File: config.mk
export PLATFORM = sky130hd
export DESIGN_NAME = sbo_datapath
export DESIGN_NICKNAME = d
export VERILOG_FILES = /design/src/hw/sbo_pkg.sv /design/src/hw/sbo_aux_page.sv /design/src/hw/sbo_datapath.sv
export SDC_FILE = /design/constraint.sdc
export NUM_CORES = 1
export LEC_CHECK = 0
export ABC_AREA = 1
export CELL_PAD_IN_SITES_DETAIL_PLACEMENT = 2
export CELL_PAD_IN_SITES_GLOBAL_PLACEMENT = 2
export CORE_MARGIN = 5
export CORE_UTILIZATION = 40
export CTS_CLUSTER_SIZE = 30
export DETAILED_ROUTE_END_ITERATION = 10
export DONT_BUFFER_PORTS = 1
export PLACE_DENSITY_LB_ADDON = 0.12
export SYNTH_ARGS = -nofsm -noshare
export SYNTH_HDL_FRONTEND = slang
export SYNTH_HIERARCHICAL = 1
export SYNTH_SLANG_ARGS = --single-unit
export TNS_END_PERCENT = 100
File: constraint.sdc
create_clock -name CLK -period 3.3 [get_ports CLK]
set_input_delay 0.66 -clock CLK [delete_from_list [all_inputs] [get_ports CLK]]
set_output_delay 0.66 -clock CLK [all_outputs]
set_load 0.01 [all_outputs]
File: src/hw/sbo_pkg.sv
// Notes on behaviour
// - Register op: result = R + ~ACC + C, R address 0..63, updates Z, DC, C.
// - Register op with destination bit 0 writes accumulator, register untouched.
// - Register op with destination bit 1 writes result back to register.
// - Immediate op: result = imm + ~ACC + C, updates Z, DC, C.
// - Immediate op always writes accumulator, completes in one cycle.
// - Aux page read copies aux register 0..15 to accumulator, flags untouched.
// - Aux page write loads indexed aux register from accumulator.
package sbo_pkg;
  localparam int DATA_W = 8;
  localparam int REG_ADDR_W = 6;
  localparam int AUX_ADDR_W = 4;
  localparam int AUX_DEPTH = 16;
  localparam int NIBBLE_MSB = 3;
  localparam logic [DATA_W-1:0] ACC_RESET = 8'h00;
  localparam logic [DATA_W-1:0] ZERO_BYTE = 8'h00;

  typedef enum logic [2:0] {
    SBO_OP_NONE,
    SBO_OP_REG_SUB,
    SBO_OP_IMM_SUB,
    SBO_OP_AUX_READ,
    SBO_OP_AUX_WRITE
  } sbo_op_e;

  typedef struct packed {
    logic z;
    logic dc;
    logic c;
  } sbo_flags_s;

  typedef struct packed {
    sbo_op_e op;
    logic dest;
    logic [REG_ADDR_W-1:0] reg_addr;
    logic [DATA_W-1:0] reg_data;
    logic [DATA_W-1:0] imm;
    logic [AUX_ADDR_W-1:0] aux_addr;
  } sbo_cmd_s;
endpackage : sbo_pkg

File: src/hw/sbo_aux_page.sv
`timescale 1ns/1ns
`default_nettype none
module sbo_aux_page
  import sbo_pkg::*;
#(
  parameter int WIDTH = DATA_W,
  parameter int DEPTH = AUX_DEPTH,
  parameter int AW = AUX_ADDR_W
) (
  input wire logic clk,
  input wire logic ce,
  input wire logic we,
  input wire logic [AW-1:0] waddr,
  input wire logic [WIDTH-1:0] wdata,
  input wire logic [AW-1:0] raddr,
  output logic [WIDTH-1:0] rdata
);
  initial begin
    if (DEPTH > (1 << AW)) $error("sbo_aux_page: depth exceeds address");
  end

  logic [WIDTH-1:0] mem [DEPTH];

  // Read data registered; caller accounts for the one-cycle latency
  always_ff @(posedge clk) begin
    if (ce) begin
      if (we) begin
        mem[waddr] <= wdata;
      end
      rdata <= mem[raddr];
    end
  end
endmodule : sbo_aux_page
`default_nettype wire

File: src/hw/sbo_datapath.sv
`timescale 1ns/1ns
`default_nettype none
module sbo_datapath
  import sbo_pkg::*;
(
  input wire logic CLK,
  input wire logic SYS_RST,
  input wire logic CE,
  input wire logic CMD_VALID,
  input wire sbo_cmd_s CMD,
  input wire sbo_flags_s FLAGS_IN,
  output logic [DATA_W-1:0] ACC,
  output sbo_flags_s FLAGS,
  output logic FLAGS_WE,
  output logic REG_WE,
  output logic [REG_ADDR_W-1:0] REG_WADDR,
  output logic [DATA_W-1:0] REG_WDATA,
  output logic DONE
);
  logic [DATA_W-1:0] acc;
  logic [DATA_W-1:0] next_acc;
  sbo_flags_s flags;
  sbo_flags_s next_flags;
  logic flags_we;
  logic next_flags_we;
  logic reg_we;
  logic next_reg_we;
  logic [REG_ADDR_W-1:0] reg_waddr;
  logic [REG_ADDR_W-1:0] next_reg_waddr;
  logic [DATA_W-1:0] reg_wdata;
  logic [DATA_W-1:0] next_reg_wdata;
  logic done;
  logic next_done;
  logic aux_pending;
  logic next_aux_pending;
  logic [DATA_W-1:0] aux_rdata;
  logic aux_we;

  logic [DATA_W-1:0] opnd;
  logic [NIBBLE_MSB+1:0] low_sum;
  logic [DATA_W:0] full_sum;
  logic cin;
  logic is_sub;

  assign aux_we = CE && CMD_VALID && CMD.op == SBO_OP_AUX_WRITE;

  // Write port takes the accumulator as it stands when the op issues
  sbo_aux_page u_aux (
    .clk(CLK),
    .ce(CE),
    .we(aux_we),
    .waddr(CMD.aux_addr),
    .wdata(acc),
    .raddr(CMD.aux_addr),
    .rdata(aux_rdata)
  );

  always_comb begin
    is_sub = CMD.op == SBO_OP_REG_SUB || CMD.op == SBO_OP_IMM_SUB;
    opnd = (CMD.op == SBO_OP_IMM_SUB) ? CMD.imm : CMD.reg_data;
    cin = FLAGS_IN.c;
    // Separate 5-bit low-nibble add exposes the nibble carry beside the full add
    low_sum = {1'b0, opnd[NIBBLE_MSB:0]} + {1'b0, ~acc[NIBBLE_MSB:0]}
      + {{NIBBLE_MSB+1{1'b0}}, cin};
    full_sum = {1'b0, opnd} + {1'b0, ~acc} + {{DATA_W{1'b0}}, cin};
  end

  always_comb begin
    next_acc = acc;
    next_flags = flags;
    next_flags_we = 1'b0;
    next_reg_we = 1'b0;
    next_reg_waddr = reg_waddr;
    next_reg_wdata = reg_wdata;
    next_done = 1'b0;
    next_aux_pending = 1'b0;
    // Aux read data lands one cycle later from the memory register
    if (aux_pending) begin
      next_acc = aux_rdata;
    end
    if (CMD_VALID) begin
      next_done = 1'b1;
      if (is_sub) begin
        next_flags.c = full_sum[DATA_W];
        next_flags.dc = low_sum[NIBBLE_MSB+1];
        next_flags.z = full_sum[DATA_W-1:0] == ZERO_BYTE;
        next_flags_we = 1'b1;
      end
      unique case (CMD.op)
        SBO_OP_REG_SUB: begin
          if (CMD.dest) begin
            next_reg_we = 1'b1;
            next_reg_waddr = CMD.reg_addr;
            next_reg_wdata = full_sum[DATA_W-1:0];
          end else begin
            next_acc = full_sum[DATA_W-1:0];
          end
        end
        SBO_OP_IMM_SUB: next_acc = full_sum[DATA_W-1:0];
        SBO_OP_AUX_READ: next_aux_pending = 1'b1;
        SBO_OP_AUX_WRITE, SBO_OP_NONE: next_done = CMD.op != SBO_OP_NONE;
        default: next_done = 1'b0;
      endcase
    end
  end

  always_ff @(posedge CLK) begin
    if (SYS_RST) begin
      acc <= ACC_RESET;
      flags <= '0;
      flags_we <= 1'b0;
      reg_we <= 1'b0;
      reg_waddr <= '0;
      reg_wdata <= ZERO_BYTE;
      done <= 1'b0;
      aux_pending <= 1'b0;
    end else if (CE) begin
      acc <= next_acc;
      flags <= next_flags;
      flags_we <= next_flags_we;
      reg_we <= next_reg_we;
      reg_waddr <= next_reg_waddr;
      reg_wdata <= next_reg_wdata;
      done <= next_done;
      aux_pending <= next_aux_pending;
    end
  end

  assign ACC = acc;
  assign FLAGS = flags;
  assign FLAGS_WE = flags_we;
  assign REG_WE = reg_we;
  assign REG_WADDR = reg_waddr;
  assign REG_WDATA = reg_wdata;
  assign DONE = done;
endmodule : sbo_datapath
`default_nettype wire

==> impl_metrics.ini <==
[power]
p_switching_uw = 1210
p_leak_uw = 0.00374
internal_power_uw = 3420
switching_share_pct = 26.1
powerDensity_nw_per_um2 = 547
seqPwrFrac_pct = 49.6
ir_worst_vdd_mv = 0.362
fin_total_pwr_uw = 4630
p_comb_share_pct = 8.8
pwr-share-clk_pct = 41.6

[routing]
avgRoutedWirePerCell_um = 21.5
drt_wl_total_um = 24100
vias_per_cell = 5.21
drtIter0Drc = 387
dr_total_vias = 5829
first_pass_iters = 4
postRouteAntennaNets = 0
drc_errors = 0

[finish]
nNetsFinal = 892
num-fill-cells = 2046
final_area_um2 = 8470
drive_above_1_share_pct = 6.40
area_delta_synth_final_pct = 9.92
n_antenna_cell = 0

[floorplanning]
coreArea_um2 = 18800
die_h_um = 149
die_area_um2 = 22200
die_w_um = 149
rows = 50
start_util_pct = 40.9
io_pins = 65

[sta]
slew_headroom_pct = 38.5
hold_violations = 0
rsz0062_at_grt = false
min_period_ns = 2.47
skew_ns = 0.0120
hold_ws_ns = 0.288
tightest_slew_ns = 0.919
clock.fmax_mhz = 405
fin_tns_setup_ns = 0
drv_slew = 0
finalCritPeriodShare_pct = 74.7
worst_slack_ns = 0.833
setup_viol = 0

[worst_setup_path]
critPathCaptureType = flop
r2r_cells = 11
worstSetupStartpoint = CMD[29]
worstSetupPathType = in -> reg
crit_top_cell = nand2_1
required_ns = 3.67
timing.rr.end = FLAGS[2]
cp_slowest_stage_delay_ns = 0.42
crit_fanout = 10
path_cells = inv_2, nand3_4, inv_1, nand2_1, nand2_1, fa_1, inv_1, fa_1, xor2_1, nand2_1, nor2_1, nand3_1, nor2_1, nand2_1, a21oi_1
cp_slowest_cell = fa_1
arrival_ns = 2.84
r2r-start = ACC[0]
reg2reg_slack_ns = 1.19
crit_path_start_kind = input pin

[global_routing]
grt_usage_pct = 22.2
grt_max_degree = 69
grtUsageMet3_pct = 4.92
globalRouteOverflowTotal = 0
met1_usage_pct = 23.1
grt_antenna_before_repair = 0
gr-max-usage-layer = met2
grt_use_met2_pct = 43.2
grt_pass1_wl_um = 37000
grt_pass1_vias = 6689

[cts]
clock_latency_ns = 0.44
clock_path_buffers = 2
clock-root-buffer = clkbuf_16
htree_levels = 4
ctsResizeCount = 0
cts_tree = built
cts_setup_buffers = 0
cts-buffers-inserted = 17
cts.clk_slew.worst_paths_ns = 0.07
cts_hold_buf = 0
clock_sink_count = 165

[synth]
yosysTopAreaCell = edfxtp_1
synth_area_leaders = edfxtp_1 53%, nand2_1 12%, dfxtp_1 7.5%
ys_warn_count = 6
syn_area_um2 = 7710
synth_cells = 848
syn_area_per_cell_um2 = 9.09
synth_nets = 894
synthDominantCellAreaShare_pct = 53.0
synth-seq-area-share_pct = 60.5
yosysUniqueCellTypes = 29
ys_seq_elements = 165

[placed_design]
dp_hpwl_um = 16200
dpl_cell_area_um2 = 7910
dpl_worst_slack_ns = 0.342
gp_congestion = 0.860
port_buffers = 0

[hold_path]
hp-class = in -> reg
hold_end = aux_pending
hold_path_startpoint = SYS_RST
hold_depth = 1

[flow_run]
cap_violations = 0

[outcome]
status = complete, no violations
==> Yosys cell counts, drive strengths merged <==
master	instances
a31oi	1
clkbuf	4
a21oi	29
or2	1
clkinv	1
buf	29
fa	2
nand3	113
o21ai	37
edfxtp	136
ha	7
nand2	250
dfxtp	29
nand3b	3
o211ai	1
inv	150
nor2	53
nand4	1
xor2	1
==> worst max path at each step <==
| stage | cells past startpoint | end | slack, ns |
|---|---|---|---|
| 6_report | 15 | FLAGS[2] | 0.83 |
| 5_1_grt | 18 | ACC[4] | 0.63 |
| 4_1_cts | 15 | FLAGS[2] | 0.80 |
| 3_5_place_dp | 15 | FLAGS[2] | 0.34 |
| 3_3_place_gp | 15 | FLAGS[2] | 0.44 |
| 2_1_floorplan | 18 | FLAGS[2] | 0.66 |
==> power groups by stage <==
stage	logic (µW)	registers, µW	clock network, µW
6_report	407	2300	1930
5_1_grt	451	2300	2050
4_1_cts	414	2300	1960
3_5_place_dp	409	2340	0
3_3_place_gp	383	2340	0
2_1_floorplan	269	2360	0
==> stage by stage <==
| step | utilization (%) | std cells |
|---|---|---|
| final | 45.0 | 1119 |
| after global routing | 45.0 | 1119 |
| after CTS | 45.0 | 1119 |
| after detailed placement | 42.0 | 1087 |
| after global placement | 42.0 | 1087 |
| after floorplan | - | 848 |
==> layout by cell type (no fill, tap or decap), types with 12 or more instances in the layout <==
master,count
nand2_1,247
nand3_1,111
nor2_1,53
o21ai_0,25
a21oi_1,28
dfxtp_1,29
inv_1,145
o21ai_1,12
edfxtp_1,136
clkbuf_16,18
==> cell type report <==
cell class / instances / area (µm²) / area share, %
Sequential cell: 165 / 4660 / 55.0
Multi-Input combinational cell: 499 / 2250 / 26.6
Inverter: 151 / 567 / 6.69
Clock buffer: 18 / 450 / 5.32
Tap cell: 260 / 325 / 3.84
Clock inverter: 14 / 110 / 1.30
Timing Repair Buffer: 12 / 103 / 1.21
==> critical path, delay by kind of cell <==
family / cells / cell delay [ns]
AND/OR/NAND/NOR: 8 / 0.73
adder cells (fa/ha/maj): 2 / 0.62
buffers and inverters: 3 / 0.36
XOR/XNOR: 1 / 0.35
AO/OA/AOI/OAI: 1 / 0.10
==> cells by family (layout without fill, tap and decap cells) <==
kind of cell               Yosys count  count (layout)  share of synthesized area, %
and+or+nand+nor                    421             421                          22.9
buffers and inverters              184             195                          10.3
DFF                                165             165                          60.5
AOI/OAI and AO/OA                   68              68                          4.61
adders and majority gates            9               9                          1.66
xor gates and xnor gates             1               1                         0.114
==> registers in the layout (all words and copies together), names as in the netlist <==
register     cells
FLAGS            3
REG_WDATA        8
u_aux/mem      128
DONE             1
u_aux/rdata      8
aux_pending      1
ACC              8
FLAGS_WE         1
REG_WE           1
REG_WADDR        6
==> per-layer routing <==
metal / wire length (µm) / up-vias / part of all wire, %
met2: 13400 / 115 / 55
li1: - / 2717 / -
met3: 924 / 44 / 3.8
met4: 711 / 0 / 3.0
met1: 9090 / 2953 / 38
met5: 0 / - / 0
(Power assumes the default switching activity.)
